==> src/core/mmx_pkg.sv <==
// Package of constants and types for the move and multiply execution block.
package mmx_pkg;

  // ---------------------------------------------------------------------------
  // Opcode patterns: upper byte for literal load and multiply, upper seven bits for file multiply and store
  // ---------------------------------------------------------------------------
  localparam logic [7:0] MMX_OP_LOAD_LIT  = 8'h0e;
  localparam logic [7:0] MMX_OP_MUL_LIT   = 8'h0d;
  localparam logic [6:0] MMX_OP_MUL_FILE  = 7'h01;
  localparam logic [6:0] MMX_OP_STORE     = 7'h37;

  // ---------------------------------------------------------------------------
  // Addressing
  // ---------------------------------------------------------------------------
  localparam logic [7:0]  MMX_INDEX_LIMIT   = 8'h5f;
  localparam logic [7:0]  MMX_ACCESS_SPLIT  = 8'h60;
  localparam logic [3:0]  MMX_ACCESS_LO_BNK = 4'h0;
  localparam logic [3:0]  MMX_ACCESS_HI_BNK = 4'hf;
  localparam logic [11:0] MMX_INDEX_BASE_RST = 12'h000;

  // ---------------------------------------------------------------------------
  // AXI4-Lite register map (byte addresses)
  // ---------------------------------------------------------------------------
  localparam logic [7:0] MMX_REG_CTRL   = 8'h00;
  localparam logic [7:0] MMX_REG_OPCODE = 8'h04;
  localparam logic [7:0] MMX_REG_ACC    = 8'h08;
  localparam logic [7:0] MMX_REG_PROD   = 8'h0c;
  localparam logic [7:0] MMX_REG_BANK   = 8'h10;
  localparam logic [7:0] MMX_REG_INDEX  = 8'h14;
  localparam logic [7:0] MMX_REG_STATUS = 8'h18;
  localparam logic [1:0] MMX_RESP_OKAY   = 2'b00;
  localparam logic [1:0] MMX_RESP_SLVERR = 2'b10;
  localparam int         MMX_CTRL_EXT_BIT = 0;

  // ---------------------------------------------------------------------------
  // Instruction cycle phases
  // ---------------------------------------------------------------------------
  typedef enum logic [4:0] {
    MMX_PH_IDLE    = 5'b00001,
    MMX_PH_DECODE  = 5'b00010,
    MMX_PH_READ    = 5'b00100,
    MMX_PH_PROCESS = 5'b01000,
    MMX_PH_WRITE   = 5'b10000
  } mmx_phase_e;

endpackage

==> src/core/mmx_exec.sv <==
// Execution core for literal load, accumulator store and the two multiplies.
//
// Added by the designer: the register offsets and the AXI4-Lite interface to the registers.
`timescale 1ns/1ps

// Function
// - Opcode 0110111a stores accumulator to file register.
// - Eight-bit file address spans a 256-byte bank.
// - Access bit clear: access bank; set: bank register.
// - Extended set, access clear, f<=5Fh: indexed offset.
// - Opcode 00001101 multiplies accumulator by literal.
// - Literal product to high/low product bytes, accumulator kept.
// - Opcode 0000001a multiplies accumulator by file register.
// - File multiply writes only the product pair.
// - Multiplies touch no status flag.
module mmx_exec
  import mmx_pkg::*;
(
  input  wire logic        aclk,
  input  wire logic        aresetn,
  input  wire logic [7:0]  s_axi_awaddr,
  input  wire logic        s_axi_awvalid,
  output logic             s_axi_awready,
  input  wire logic [31:0] s_axi_wdata,
  input  wire logic [3:0]  s_axi_wstrb,
  input  wire logic        s_axi_wvalid,
  output logic             s_axi_wready,
  output logic [1:0]       s_axi_bresp,
  output logic             s_axi_bvalid,
  input  wire logic        s_axi_bready,
  input  wire logic [7:0]  s_axi_araddr,
  input  wire logic        s_axi_arvalid,
  output logic             s_axi_arready,
  output logic [31:0]      s_axi_rdata,
  output logic [1:0]       s_axi_rresp,
  output logic             s_axi_rvalid,
  input  wire logic        s_axi_rready,
  output logic [11:0]      file_addr,
  output logic             file_rd,
  input  wire logic [7:0]  file_rdata,
  output logic             file_wr,
  output logic [7:0]       file_wdata,
  output logic [7:0]       status_flags
);

  // ---------------------------------------------------------------------------
  // State
  // ---------------------------------------------------------------------------
  mmx_phase_e  phase,  next_phase;
  logic [15:0] opcode, next_opcode;
  logic [7:0]  accumulator, next_accumulator;
  logic [7:0]  product_high_byte, next_product_high_byte;
  logic [7:0]  product_low_byte, next_product_low_byte;
  logic [7:0]  operand, next_operand;
  logic [3:0]  bank_select_register, next_bank_select_register;
  logic [11:0] index_base, next_index_base;
  logic        ext_enable, next_ext_enable;
  logic        aw_held, next_aw_held;
  logic        w_held, next_w_held;
  logic [7:0]  aw_addr, next_aw_addr;
  logic [31:0] w_data, next_w_data;
  logic [3:0]  w_strb, next_w_strb;
  logic        bvalid, next_bvalid;
  logic [1:0]  bresp, next_bresp;
  logic        rvalid, next_rvalid;
  logic [31:0] rdata, next_rdata;
  logic [1:0]  rresp, next_rresp;

  logic        is_load, is_store, is_mul_lit, is_mul_file, uses_file;
  logic        do_write, do_read, busy;
  logic [15:0] product;

  // Merges a write with its byte strobes over the low bits of a register.
  function automatic logic [31:0] mmx_merge(input logic [31:0] old_v,
                                           input logic [31:0] new_v,
                                           input logic [3:0]  strb);
    logic [31:0] res;
    res = old_v;
    for (int i = 0; i < 4; i++) begin
      if (strb[i]) begin
        res[i*8 +: 8] = new_v[i*8 +: 8];
      end
    end
    return res;
  endfunction

  // Resolves the 8-bit file field to a full data-space address.
  function automatic logic [11:0] mmx_file_addr(input logic [7:0]  f,
                                               input logic        a,
                                               input logic        ext,
                                               input logic [3:0]  bank,
                                               input logic [11:0] base);
    logic [11:0] res;
    res = {bank, f};
    if (!a) begin
      if (ext && (f <= MMX_INDEX_LIMIT)) begin
        res = base + {4'h0, f};
      end else if (f < MMX_ACCESS_SPLIT) begin
        res = {MMX_ACCESS_LO_BNK, f};
      end else begin
        res = {MMX_ACCESS_HI_BNK, f};
      end
    end
    return res;
  endfunction

  // ---------------------------------------------------------------------------
  // Decode
  // ---------------------------------------------------------------------------
  always_comb begin
    is_load     = (opcode[15:8] == MMX_OP_LOAD_LIT);
    is_mul_lit  = (opcode[15:8] == MMX_OP_MUL_LIT);
    is_mul_file = (opcode[15:9] == MMX_OP_MUL_FILE);
    is_store    = (opcode[15:9] == MMX_OP_STORE);
    uses_file   = is_mul_file || is_store;
    product     = {8'h00, accumulator} * {8'h00, operand};
    file_addr   = mmx_file_addr(opcode[7:0], opcode[8], ext_enable,
                                bank_select_register, index_base);
    file_rd     = (phase == MMX_PH_READ) && is_mul_file;
    file_wr     = (phase == MMX_PH_WRITE) && is_store;
    file_wdata  = accumulator;
    // Status flags are never driven by these instructions.
    status_flags = 8'h00;
    busy        = (phase != MMX_PH_IDLE);
  end

  // ---------------------------------------------------------------------------
  // Bus handshakes
  // ---------------------------------------------------------------------------
  always_comb begin
    s_axi_awready = !aw_held && !bvalid;
    s_axi_wready  = !w_held && !bvalid;
    s_axi_arready = !rvalid;
    s_axi_bvalid  = bvalid;
    s_axi_bresp   = bresp;
    s_axi_rvalid  = rvalid;
    s_axi_rdata   = rdata;
    s_axi_rresp   = rresp;
    next_aw_held  = aw_held || (s_axi_awvalid && s_axi_awready);
    next_w_held   = w_held || (s_axi_wvalid && s_axi_wready);
    next_aw_addr  = (s_axi_awvalid && s_axi_awready) ? s_axi_awaddr : aw_addr;
    next_w_data   = (s_axi_wvalid && s_axi_wready) ? s_axi_wdata : w_data;
    next_w_strb   = (s_axi_wvalid && s_axi_wready) ? s_axi_wstrb : w_strb;
    do_write      = aw_held && w_held && !bvalid;
    do_read       = s_axi_arvalid && s_axi_arready;
    next_bvalid   = bvalid;
    next_bresp    = bresp;
    if (do_write) begin
      next_aw_held = 1'b0;
      next_w_held  = 1'b0;
      next_bvalid  = 1'b1;
      next_bresp   = MMX_RESP_OKAY;
      if (aw_addr > MMX_REG_STATUS || aw_addr[1:0] != 2'b00) begin
        next_bresp = MMX_RESP_SLVERR;
      end
    end else if (bvalid && s_axi_bready) begin
      next_bvalid = 1'b0;
    end
    next_rvalid = rvalid;
    next_rdata  = rdata;
    next_rresp  = rresp;
    if (do_read) begin
      next_rvalid = 1'b1;
      next_rresp  = MMX_RESP_OKAY;
      case (s_axi_araddr)
        MMX_REG_CTRL:   next_rdata = {31'h0, ext_enable};
        MMX_REG_OPCODE: next_rdata = {16'h0, opcode};
        MMX_REG_ACC:    next_rdata = {24'h0, accumulator};
        MMX_REG_PROD:   next_rdata = {16'h0, product_high_byte, product_low_byte};
        MMX_REG_BANK:   next_rdata = {28'h0, bank_select_register};
        MMX_REG_INDEX:  next_rdata = {20'h0, index_base};
        MMX_REG_STATUS: next_rdata = {31'h0, busy};
        default: begin
          next_rdata = 32'h0;
          next_rresp = MMX_RESP_SLVERR;
        end
      endcase
    end else if (rvalid && s_axi_rready) begin
      next_rvalid = 1'b0;
    end
  end

  // ---------------------------------------------------------------------------
  // Instruction cycle and architectural registers
  // ---------------------------------------------------------------------------
  always_comb begin
    logic [31:0] merged;
    merged                    = 32'h0;
    next_phase                = phase;
    next_opcode               = opcode;
    next_accumulator          = accumulator;
    next_product_high_byte    = product_high_byte;
    next_product_low_byte     = product_low_byte;
    next_operand              = operand;
    next_bank_select_register = bank_select_register;
    next_index_base           = index_base;
    next_ext_enable           = ext_enable;
    case (phase)
      MMX_PH_IDLE:    next_phase = MMX_PH_IDLE;
      MMX_PH_DECODE:  next_phase = MMX_PH_READ;
      MMX_PH_READ: begin
        next_operand = is_mul_file ? file_rdata : opcode[7:0];
        next_phase   = MMX_PH_PROCESS;
      end
      MMX_PH_PROCESS: next_phase = MMX_PH_WRITE;
      MMX_PH_WRITE: begin
        if (is_load) begin
          next_accumulator = opcode[7:0];
        end
        if (is_mul_lit || is_mul_file) begin
          // Only the product pair changes; accumulator and file stay put.
          next_product_high_byte = product[15:8];
          next_product_low_byte  = product[7:0];
        end
        next_phase = MMX_PH_IDLE;
      end
      default: next_phase = MMX_PH_IDLE;
    endcase
    // Software writes land only while no instruction is in flight, so an
    // instruction never sees its own operands change mid-cycle.
    if (do_write && !busy) begin
      case (aw_addr)
        MMX_REG_CTRL: begin
          merged          = mmx_merge({31'h0, ext_enable}, w_data, w_strb);
          next_ext_enable = merged[MMX_CTRL_EXT_BIT];
        end
        MMX_REG_OPCODE: begin
          merged      = mmx_merge({16'h0, opcode}, w_data, w_strb);
          next_opcode = merged[15:0];
          next_phase  = MMX_PH_DECODE;
        end
        MMX_REG_ACC: begin
          merged           = mmx_merge({24'h0, accumulator}, w_data, w_strb);
          next_accumulator = merged[7:0];
        end
        MMX_REG_BANK: begin
          merged                    = mmx_merge({28'h0, bank_select_register},
                                                w_data, w_strb);
          next_bank_select_register = merged[3:0];
        end
        MMX_REG_INDEX: begin
          merged          = mmx_merge({20'h0, index_base}, w_data, w_strb);
          next_index_base = merged[11:0];
        end
        default: merged = 32'h0;
      endcase
    end
  end

  always_ff @(posedge aclk) begin
    if (!aresetn) begin
      phase                <= MMX_PH_IDLE;
      opcode               <= 16'h0000;
      accumulator          <= 8'h00;
      product_high_byte    <= 8'h00;
      product_low_byte     <= 8'h00;
      operand              <= 8'h00;
      bank_select_register <= 4'h0;
      index_base           <= MMX_INDEX_BASE_RST;
      ext_enable           <= 1'b0;
      aw_held              <= 1'b0;
      w_held               <= 1'b0;
      aw_addr              <= 8'h00;
      w_data               <= 32'h0;
      w_strb               <= 4'h0;
      bvalid               <= 1'b0;
      bresp                <= MMX_RESP_OKAY;
      rvalid               <= 1'b0;
      rdata                <= 32'h0;
      rresp                <= MMX_RESP_OKAY;
    end else begin
      phase                <= next_phase;
      opcode               <= next_opcode;
      accumulator          <= next_accumulator;
      product_high_byte    <= next_product_high_byte;
      product_low_byte     <= next_product_low_byte;
      operand              <= next_operand;
      bank_select_register <= next_bank_select_register;
      index_base           <= next_index_base;
      ext_enable           <= next_ext_enable;
      aw_held              <= next_aw_held;
      w_held               <= next_w_held;
      aw_addr              <= next_aw_addr;
      w_data               <= next_w_data;
      w_strb               <= next_w_strb;
      bvalid               <= next_bvalid;
      bresp                <= next_bresp;
      rvalid               <= next_rvalid;
      rdata                <= next_rdata;
      rresp                <= next_rresp;
    end
  end

endmodule // mmx_exec

==> config.mk <==
export PLATFORM = sky130hd
export DESIGN_NAME = mmx_exec
export DESIGN_NICKNAME = d
export VERILOG_FILES = /design/src/core/mmx_pkg.sv /design/src/core/mmx_exec.sv
export SDC_FILE = /design/constraint.sdc
export NUM_CORES = 1
export LEC_CHECK = 0
export ABC_AREA = 0
export BUFFER_PORTS_ARGS = -buffer_cell sky130_fd_sc_hd__buf_2
export CAP_MARGIN = 10
export CORE_ASPECT_RATIO = 1.5
export CORE_MARGIN = 4
export CORE_UTILIZATION = 61
export DETAILED_ROUTE_END_ITERATION = 8
export GPL_ROUTABILITY_DRIVEN = 0
export GPL_TIMING_DRIVEN = 0
export PLACE_DENSITY = 0.93
export SYNTH_ARGS = -nofsm -noshare
export SYNTH_HDL_FRONTEND = slang
export SYNTH_SLANG_ARGS = --single-unit
export TNS_END_PERCENT = 1
==> constraint.sdc <==
create_clock -name aclk -period 9.1 [get_ports aclk]
set_clock_uncertainty 0.15 [all_clocks]
set_input_delay 0.91 -clock aclk [delete_from_list [all_inputs] [get_ports aclk]]
set_output_delay 0.91 -clock aclk [all_outputs]
set_load 0.01 [all_outputs]
==> impl_metrics.csv, run 1 <==
group,metric,value,unit
status,status,"finished clean",
worst_setup_path,reg2reg_from,"file_wdata[0]",
drt,drtAntennaViolNets,0,
sta,hold_slack,308,ps
place,dp_cells,1226,
yosys,syn_area,7850,sq um
clock_network,cts_buffers,17,
clock_network,clockBufferDepth,2,
worst_setup_path,critical_path.max_fanout,10,
finish,final_common_cell,"nand2_1",
worst_setup_path,critical_path_arrival,5250,ps
flow_run,drv_cap,0,
place,dp_hpwl,17.2,mm
clock_network,clock-root-buffer,"clkbuf_16",
finish,nNetsFinal,1237,
finish,drive_above_1_share,0.154,
sta,worstMarginPinSlew,1150,ps
floorplanning,rows,50,
yosys,synth_edf_count,0,
drt,vias_per_cell,6.29,
sta,period_share,0.554,
floorplanning,die_y,147,um
pwr,share_comb_of_total_power,0.064,
yosys,synth_top_area_cell,"dfxtp_1",
yosys,synthCells,952,
global_routing,antenna_found_initial,1,
finish,final_cells,1257,
worst_setup_path,worst_setup_path_end_kind,"flop",
yosys,synth.top_cells.by_area,"dfxtp_1, fa_1, ha_1",
finish,area_growth,17.8,%
yosys,synth_top_area_frac,0.301,
pwr,p_per_area,147,nW/um^2
floorplanning,initial_utilization,0.624,
pwr,clockPowerShare,0.541,
worst_setup_path,crit_required,9310,ps
finish,fill_cells,819,
place,port_buffers,93,
clock_network,clock-sinks,118,
sta,hold_viol,0,
clock_network,clk_latency,420,ps
worst_setup_path,criticalPathCategory,"flop to flop",
clock_network,ctsResizeCount,0,
floorplanning,die_area,14800,sq um
clock_network,cts_setup_buffers,0,
pwr,seq_power_share,0.395,
sta,max_freq,198,MHz
drt,dr_total_vias,7903,
yosys,synth_cell_types,62,
pwr,p_sw,312,uW
pwr,internal-power,1.05,mW
drt,drt_drc_violations_left,0,
yosys,ys_seq_elements,118,
floorplanning,ios,138,
sta,slew_violations,0,
sta,slew-limit-headroom,0.227,
clock_network,h-tree-depth,4,
drt,wl,24.5,mm
yosys,synth_warnings,0,
sta,setup_viol,0,
worst_setup_path,cp-start-kind,"flop",
global_routing,grt_first_pass_wirelength,39.4,mm
yosys,ys_async_sr_fraction,0,
clock_network,tritoncts,"yes",
sta,setup_tns,0,ps
hold_path,hp-start,"aw_addr[0]",
finish,final_cell_mix,"nand2_1, dfxtp_1, buf_2, nor2_1, inv_1",
pwr,leakage,4.25,nW
worst_setup_path,startpoint,"file_wdata[0]",
floorplanning,fp.dieW,101,um
yosys,avgSynthCellArea,8.25,sq um
clock_network,cts_hold_buf,0,
global_routing,grt-ovfl-total,0,
drt,drtIter0Drc,960,
global_routing,grt_util_all_layers,0.336,
global_routing,grt_pass1_vias,8099,
drt,dr.pass1.iters,7,
clock_network,clk_pin_slew_worst_paths,50,ps
hold_path,hold_class,"flop to flop",
sta,rsz0062_at_grt,"no",
yosys,seq_area_frac_synth,0.301,
pwr,p_sw_frac,0.230,
yosys,synth-main-ff-cell,"dfxtp_1",
drt,wire_per_inst,19.5,um
global_routing,grt_max_degree,17,
floorplanning,coreArea,12600,sq um
pwr,ir_worst_vdd,213,uV
sta,post-route-min-period,5040,ps
finish,antenna_cells,0,
==> power groups by stage <==
stage / clock network (mW) / registers [mW] / logic [mW]
global placement: 0 / 0.547 / 0.0804
floorplan: 0 / 0.545 / 0.0549
CTS: 0.730 / 0.537 / 0.0838
global route: 0.753 / 0.538 / 0.0949
detailed placement: 0 / 0.548 / 0.0822
finish: 0.736 / 0.538 / 0.0869
==> critical path: stages (launching register included) <==
cell and delay, ps:
dfxtp_1 330, clkbuf_1 450, nand2_1 160, fa_1 530, fa_1 540, inv_1 50
fa_1 530, inv_1 70, fa_1 540, inv_1 40, ha_1 320, o21ai_0 130
a211oi_1 400, o31ai_1 220, or4_1 430, nand3_1 80
==> per-layer routing <==
layer | routed length (um) | GRT usage | up-vias
li1 | - | - | 3478
met1 | 7800 | 0.340 | 3634
met2 | 11900 | 0.565 | 555
met3 | 2290 | 0.0841 | 236
met4 | 2530 | 0.280 | 0
met5 | 0 | 0 | -
==> state kept, by name (all words and copies together) (netlist names), 2 cells and up <==
| register | cells |
|---|---|
| aw_addr | 8 |
| bank_select_register | 4 |
| file_wdata | 8 |
| index_base | 12 |
| opcode | 16 |
| operand | 8 |
| phase | 5 |
| product_high_byte | 8 |
| product_low_byte | 8 |
| s_axi_rdata | 16 |
| w_data | 16 |
| w_strb | 2 |
==> worst paths after layout <==
| path | slack [ps] | cells past startpoint | endpoint |
|---|---|---|---|
| worst max-delay path | 4060 | 15 | product_high_byte[5] |
| worst min-delay path | 310 | 2 | aw_addr[0] |
| worst min register to register | 310 | 2 | aw_addr[0] |
| worst max register to register | 4060 | 15 | product_high_byte[5] |
==> synthesized netlist by cell type (2+ instances only) <==
master    count
dfxtp_1     118
clkbuf_1     37
buf_2         3
a21o_1        4
nor2_1       69
mux2_2        5
and4_1        2
inv_1        67
a22o_1        8
o31ai_1       3
or3_1         4
o211ai_1      7
a22oi_1      10
nor3_1       11
a311oi_1      9
fa_1         37
nor2b_1      13
a21oi_1      61
xnor2_1       2
xor2_1        7
ha_1         44
o21ai_0      33
a31oi_1      12
and2_1       55
nand3_2       2
and4b_1       2
a211oi_1      8
a2111o_1      2
and3_1        6
o221ai_1      3
nor4_1        4
or4_1         4
mux2i_1      46
nand2_1     140
buf_1         6
nand4_1       9
buf_4        26
o21a_1        4
nand3_1      36
nand2b_1     11
==> logic make-up (layout without fill, tap and decap cells) <==
group,after synthesis,after routing,synth area share
AO/OA/AOI/OAI,172,172,0.138
buffers and inverters,139,263,0.0794
other,1,26,0.000478
multiplexers,52,52,0.0687
XOR/XNOR,9,9,0.0100
AND/OR/NAND/NOR,380,380,0.238
flip-flops,118,118,0.301
adder cells (fa/ha/maj),81,81,0.164
==> per-stage QoR <==
step / power, mW / area, sq um / setup slack [ps] / utilization
final: 1.36 / 9250 / 4060 / 0.736
after global routing: 1.39 / 9250 / 3750 / 0.736
after CTS: 1.35 / 9250 / 4110 / 0.736
after detailed placement: 0.630 / 8610 / 4150 / 0.684
after global placement: 0.627 / 8610 / 4160 / 0.684
after floorplan: 0.600 / 7950 / 4640 / -
==> final cells by class <==
class | instances | area (sq um) | share of cell area
Tap cell | 156 | 195 | 0.0211
Clock inverter | 13 | 205 | 0.0222
Buffer | 72 | 372 | 0.0402
Clock buffer | 18 | 439 | 0.0475
Timing Repair Buffer | 93 | 465 | 0.0503
Sequential cell | 118 | 2360 | 0.255
Multi-Input combinational cell | 720 | 4960 | 0.536
Inverter | 67 | 251 | 0.0272
No activity file was read; power rests on OpenSTA's default activity.
==> inputs of run 2 (changes only) <==
--- a/config.mk
+++ b/config.mk
@@ -10,11 +10,11 @@
 export CAP_MARGIN = 10
 export CORE_ASPECT_RATIO = 1.5
 export CORE_MARGIN = 4
-export CORE_UTILIZATION = 61
+export CORE_UTILIZATION = 52
 export DETAILED_ROUTE_END_ITERATION = 8
 export GPL_ROUTABILITY_DRIVEN = 0
 export GPL_TIMING_DRIVEN = 0
-export PLACE_DENSITY = 0.93
+export PLACE_DENSITY = 0.85
 export SYNTH_ARGS = -nofsm -noshare
 export SYNTH_HDL_FRONTEND = slang
 export SYNTH_SLANG_ARGS = --single-unit
==> constraint.sdc (replaced) <==
create_clock -name aclk -period 4.1 [get_ports aclk]
set_clock_uncertainty 0.15 [all_clocks]
set_input_delay 0.41 -clock aclk [delete_from_list [all_inputs] [get_ports aclk]]
set_output_delay 0.41 -clock aclk [all_outputs]
set_load 0.01 [all_outputs]
==> run 2 against run 1 <==
Compared with the run above: the flow now finishes with violations (setup timing); hold slack got worse by 230 ps; clock power increased by 100%; clock-buffer cell count up 5; routed wire length shrank 3.8%; sequential share of layout area shrank 0.58 points; critical path depth down 2; via count is 5.3% lower; non-clock buffer count is 12 higher; fmax rose by 19%; critical endpoint unchanged.
==> impl_metrics.csv, run 2 (same netlist as run 1, synthesis figures left out) <==
group,metric,value,unit
pwr,ir_worst_vdd,385,uV
flow_run,drv_cap,0,
global_routing,grt_util_all_layers,0.277,
drt,dr_total_vias,7488,
place,dp_cells,1266,
clock_network,clockBufferDepth,2,
drt,vias_per_cell,5.72,
sta,setup_slack,-141,ps
sta,slew_violations,0,
clock_network,clk_latency,410,ps
floorplanning,ios,138,
sta,slew-limit-headroom,0.290,
sta,worstMarginPinSlew,1060,ps
place,port_buffers,93,
worst_setup_path,criticalPathCategory,"flop to flop",
clock_network,clk_pin_slew_worst_paths,50,ps
hold_path,hold_class,"primary input to flop",
worst_setup_path,cp_common_cell,"fa_1",
floorplanning,die_y,158,um
drt,wl,23.5,mm
worst_setup_path,reg2reg_from,"file_wdata[5]",
drt,wire_per_inst,18.0,um
finish,final_cells,1310,
finish,nNetsFinal,1249,
finish,antenna_cells,0,
floorplanning,rows,54,
clock_network,cts_buffers,17,
hold_path,hp-start,"s_axi_wdata[3]",
sta,post-route-min-period,4240,ps
finish,final_cell_mix,"nand2_1, dfxtp_1, buf_2, nor2_1, inv_1",
global_routing,grt_pass1_vias,7523,
sta,hold_slack,79.8,ps
status,status,"finished, violations left",
sta,setup_viol,7,
drt,drtAntennaViolNets,0,
worst_setup_path,critical_path_arrival,4450,ps
drt,drt_drc_violations_left,0,
worst_setup_path,worst_setup_path_end_kind,"flop",
finish,drive_above_1_share,0.205,
drt,dr.pass1.iters,5,
worst_setup_path,worstPathCellList,"buf_4, buf_4, and2_1, fa_1, fa_1, fa_1, ha_1, ha_1, o21ai_0, nor2_1, o31ai_4, or4_1, nand3_1",
global_routing,grt_first_pass_wirelength,36.9,mm
worst_setup_path,critical_path.max_fanout,5,
status,violations,"setup timing",
sta,max_freq,236,MHz
global_routing,antenna_found_initial,0,
worst_setup_path,cp-start-kind,"flop",
finish,final_common_cell,"nand2_1",
clock_network,clock-root-buffer,"clkbuf_16",
sta,period_share,1.03,
worst_setup_path,cpPeakStageDelay,530,ps
worst_setup_path,crit_required,4310,ps
worst_setup_path,startpoint,"file_wdata[5]",
pwr,p_per_area,298,nW/um^2
finish,area_growth,22.2,%
finish,utilization,0.655,
clock_network,tritoncts,"yes",
floorplanning,die_area,17200,sq um
floorplanning,coreArea,14700,sq um
clock_network,clock-sinks,118,
place,dp_hpwl,17.6,mm
drt,drtIter0Drc,403,
sta,hold_viol,0,
clock_network,h-tree-depth,4,
floorplanning,initial_utilization,0.536,
floorplanning,fp.dieW,108,um
pwr,leakage,4.35,nW
global_routing,grt-ovfl-total,0,
sta,rsz0062_at_grt,"yes",
global_routing,grt_max_degree,17,
worst_setup_path,cp_slowest_cell,"fa_1",
-- run 2: changes by cell type in the layout (fill, tap and decap cells not counted), sizes merged --
cell,previous run,this run
buf,128,144
bufinv,5,2
clkbuf,55,56
clkinv,5,6
clkinvlp,3,1
-- run 2: what timing repair did --
item | CTS | global route
hold buffers | 0 | 0
endpoints found under the setup margin | 8 | 8
buffers inserted | 13 | 2
gates resized for setup | 30 | 7
pin swaps | 21 | 7
-- run 2: cell type report --
class                   instances  area (sq um)
plain buffers                  69           432
clock buffers                  23           498
clock inverters                 9          97.6
fillers                      1186          5060
inverters                      67           251
multi-input cells             720          5100
flip-flops and latches        118          2390
well taps                     196           245
repair buffers                108           576
-- run 2: final timing paths --
path	cells past startpoint	slack [ps]	endpoint
min reg2reg	2	300	aw_addr[0]
min	3	80	w_data[3]
max reg2reg	13	-140	product_high_byte[5]
max	13	-140	product_high_byte[5]
-- run 2: routing by layer --
layer | wire, um | up-vias | track usage
li1 | - | 3503 | -
met1 | 8300 | 3544 | 0.279
met2 | 12300 | 357 | 0.510
met3 | 1500 | 84 | 0.0580
met4 | 1470 | 0 | 0.183
met5 | 0 | - | 0
-- run 2: per-stage QoR --
step / instance area [sq um] / setup TNS [ps] / setup slack, ps / power (mW)
floorplan: 8100 / -76.3 / -48.5 / 1.33
global placement: 8810 / -1390 / -348 / 1.40
detailed placement: 8810 / -1900 / -372 / 1.40
CTS: 9560 / -583 / -164 / 2.85
global route: 9600 / -2030 / -331 / 2.92
finish: 9600 / -633 / -141 / 2.86
-- run 2: critical path: cells and delay by family, from the launching register on --
family	cells	cell delay, ps
AND/OR/NAND/NOR	4	920
AO/OA/AOI/OAI	2	250
flip-flops	1	370
buffers and inverters	2	270
adder cells (fa/ha/maj)	5	2220
-- run 2: power breakdown --
| part | internal (mW) | total, mW | switching (mW) |
|---|---|---|---|
| clock | 0.967 | 1.48 | 0.511 |
| sequential | 1.17 | 1.19 | 0.0244 |
| combinational | 0.0716 | 0.188 | 0.117 |
| total | 2.20 | 2.86 | 0.652 |
==> inputs of run 3 (changes only) <==
--- a/config.mk
+++ b/config.mk
@@ -10,11 +10,12 @@
 export CAP_MARGIN = 10
 export CORE_ASPECT_RATIO = 1.5
 export CORE_MARGIN = 4
-export CORE_UTILIZATION = 52
+export CORE_UTILIZATION = 61
 export DETAILED_ROUTE_END_ITERATION = 8
 export GPL_ROUTABILITY_DRIVEN = 0
 export GPL_TIMING_DRIVEN = 0
-export PLACE_DENSITY = 0.85
+export MAX_ROUTING_LAYER = met4
+export PLACE_DENSITY = 0.93
 export SYNTH_ARGS = -nofsm -noshare
 export SYNTH_HDL_FRONTEND = slang
 export SYNTH_SLANG_ARGS = --single-unit
==> constraint.sdc (replaced) <==
create_clock -name aclk -period 5.06 [get_ports aclk]
set_clock_uncertainty 0.15 [all_clocks]
set_input_delay 0.506 -clock aclk [delete_from_list [all_inputs] [get_ports aclk]]
set_output_delay 0.506 -clock aclk [all_outputs]
set_load 0.01 [all_outputs]
==> run 3 against run 2 <==
Compared with the run above: the run now ends clean; core utilization is 8.2 points higher; register-to-register slack better by 400 ps; critical path depth up 2; global-route usage is 6.8 points higher; final cell count is 4.2% lower; routed wire length increased by 3.9%; sequential power down 19%.
==> impl_metrics.csv, run 3 (same netlist as run 1, synthesis figures left out) <==
group,metric,value,unit
status,status,"finished clean",
floorplanning,die_area,14800,sq um
hold_path,hp-start,"s_axi_awaddr[4]",
clock_network,cts_setup_buffers,0,
sta,hold_viol,0,
finish,utilization,0.736,
finish,final_common_cell,"nand2_1",
clock_network,clk_pin_slew_worst_paths,60,ps
sta,setup_tns,0,ps
pwr,p_per_area,264,nW/um^2
sta,period_share,0.950,
finish,area_growth,17.9,%
clock_network,cts_hold_buf,0,
worst_setup_path,reg2reg_to,"product_high_byte[2]",
clock_network,clock-root-buffer,"clkbuf_16",
worst_setup_path,reg2reg_from,"file_wdata[0]",
worst_setup_path,startpoint,"file_wdata[0]",
finish,nNetsFinal,1234,
global_routing,grt_first_pass_wirelength,39.4,mm
finish,finalInstanceArea,9260,sq um
worst_setup_path,critical_path_arrival,5010,ps
drt,wire_per_inst,19.5,um
pwr,ir_worst_vdd,385,uV
drt,dr_total_vias,7912,
global_routing,grt_util_all_layers,0.346,
worst_setup_path,crit_required,5270,ps
sta,slew_violations,0,
sta,worstMarginPinSlew,1040,ps
clock_network,ctsResizeCount,0,
floorplanning,rows,50,
worst_setup_path,critical_path.max_fanout,10,
drt,drtAntennaViolNets,0,
global_routing,grt_pass1_vias,8116,
drt,drt_drc_violations_left,0,
place,placed_cell_area,8610,sq um
global_routing,grt-ovfl-total,0,
floorplanning,ios,138,
sta,rsz0062_at_grt,"no",
sta,post-route-min-period,4810,ps
sta,setup_viol,0,
pwr,leakage,4.26,nW
sta,hold_slack,173,ps
hold_path,hold_class,"primary input to flop",
place,dp_hpwl,17.2,mm
sta,max_freq,208,MHz
place,port_buffers,93,
clock_network,h-tree-depth,4,
worst_setup_path,cp-start-kind,"flop",
global_routing,grt_max_degree,17,
clock_network,clockBufferDepth,2,
clock_network,clk_latency,420,ps
floorplanning,die_y,147,um
drt,vias_per_cell,6.30,
floorplanning,coreArea,12600,sq um
sta,slew-limit-headroom,0.300,
worst_setup_path,worst_setup_path_end_kind,"flop",
global_routing,antenna_found_initial,1,
hold_path,hold_depth,3,
floorplanning,initial_utilization,0.624,
clock_network,clock-sinks,118,
worst_setup_path,criticalPathCategory,"flop to flop",
drt,wl,24.4,mm
clock_network,tritoncts,"yes",
worst_setup_path,reg2reg_depth,15,
drt,dr.pass1.iters,7,
hold_path,hold_path_end,"aw_addr[4]",
finish,drive_above_1_share,0.162,
drt,drtIter0Drc,947,
flow_run,drv_cap,0,
finish,final_cell_mix,"nand2_1, dfxtp_1, buf_2, nor2_1, inv_1",
floorplanning,fp.dieW,101,um
worst_setup_path,reg2reg_setup_slack,250,ps
clock_network,cts_buffers,17,
-- run 3: where the power goes --
group          internal, mW  switching [mW]  leakage [nW]
Clock                 0.881           0.441         0.308
Combinational        0.0580          0.0975          3.00
Sequential            0.947          0.0197         0.955
Total                  1.89           0.558          4.26
-- run 3: per-layer routing --
metal,vias up,track usage,part of all wire
li1,3468,-,-
met1,3631,0.346,0.32
met2,562,0.564,0.49
met3,251,0.0760,0.092
met4,0,0.281,0.10
met5,-,-,0
-- run 3: worst max-delay path by stage --
stage	to	slack [ps]	cells past startpoint
after floorplan	product_high_byte[1]	600	15
after global placement	product_high_byte[2]	120	15
after detailed placement	product_high_byte[2]	110	15
after CTS	product_high_byte[2]	70	15
after global routing	product_high_byte[2]	10	15
final	product_high_byte[2]	250	15
-- run 3: per-stage QoR --
stage / instances / total power, mW / setup WS [ps]
final: 1255 / 2.44 / 255
after global routing: 1255 / 2.49 / 10.9
after CTS: 1257 / 2.43 / 70.5
after detailed placement: 1226 / 1.13 / 114
after global placement: 1226 / 1.13 / 116
after floorplan: 977 / 1.08 / 598
-- run 3: worst max-delay path, stage by stage (launching register included) --
cell and delay, ps:
dfxtp_1 330, clkbuf_2 270, nand2_1 120, fa_1 520, fa_1 540, inv_1 50, fa_1 530, inv_1 70
fa_1 540, inv_1 40, ha_1 320, o211ai_1 100, o21ai_0 470, a31oi_1 190, or4_1 420, nand3_1 80
-- run 3: area by class of cell --
class,instances,area [sq um]
antenna,1,2.50
buffer,69,368
clock buffer,18,439
clock inverter,13,205
fill,811,3320
inverter,67,251
multi-input combinational,720,4970
sequential,118,2360
tap,156,195
timing repair buffer,93,465
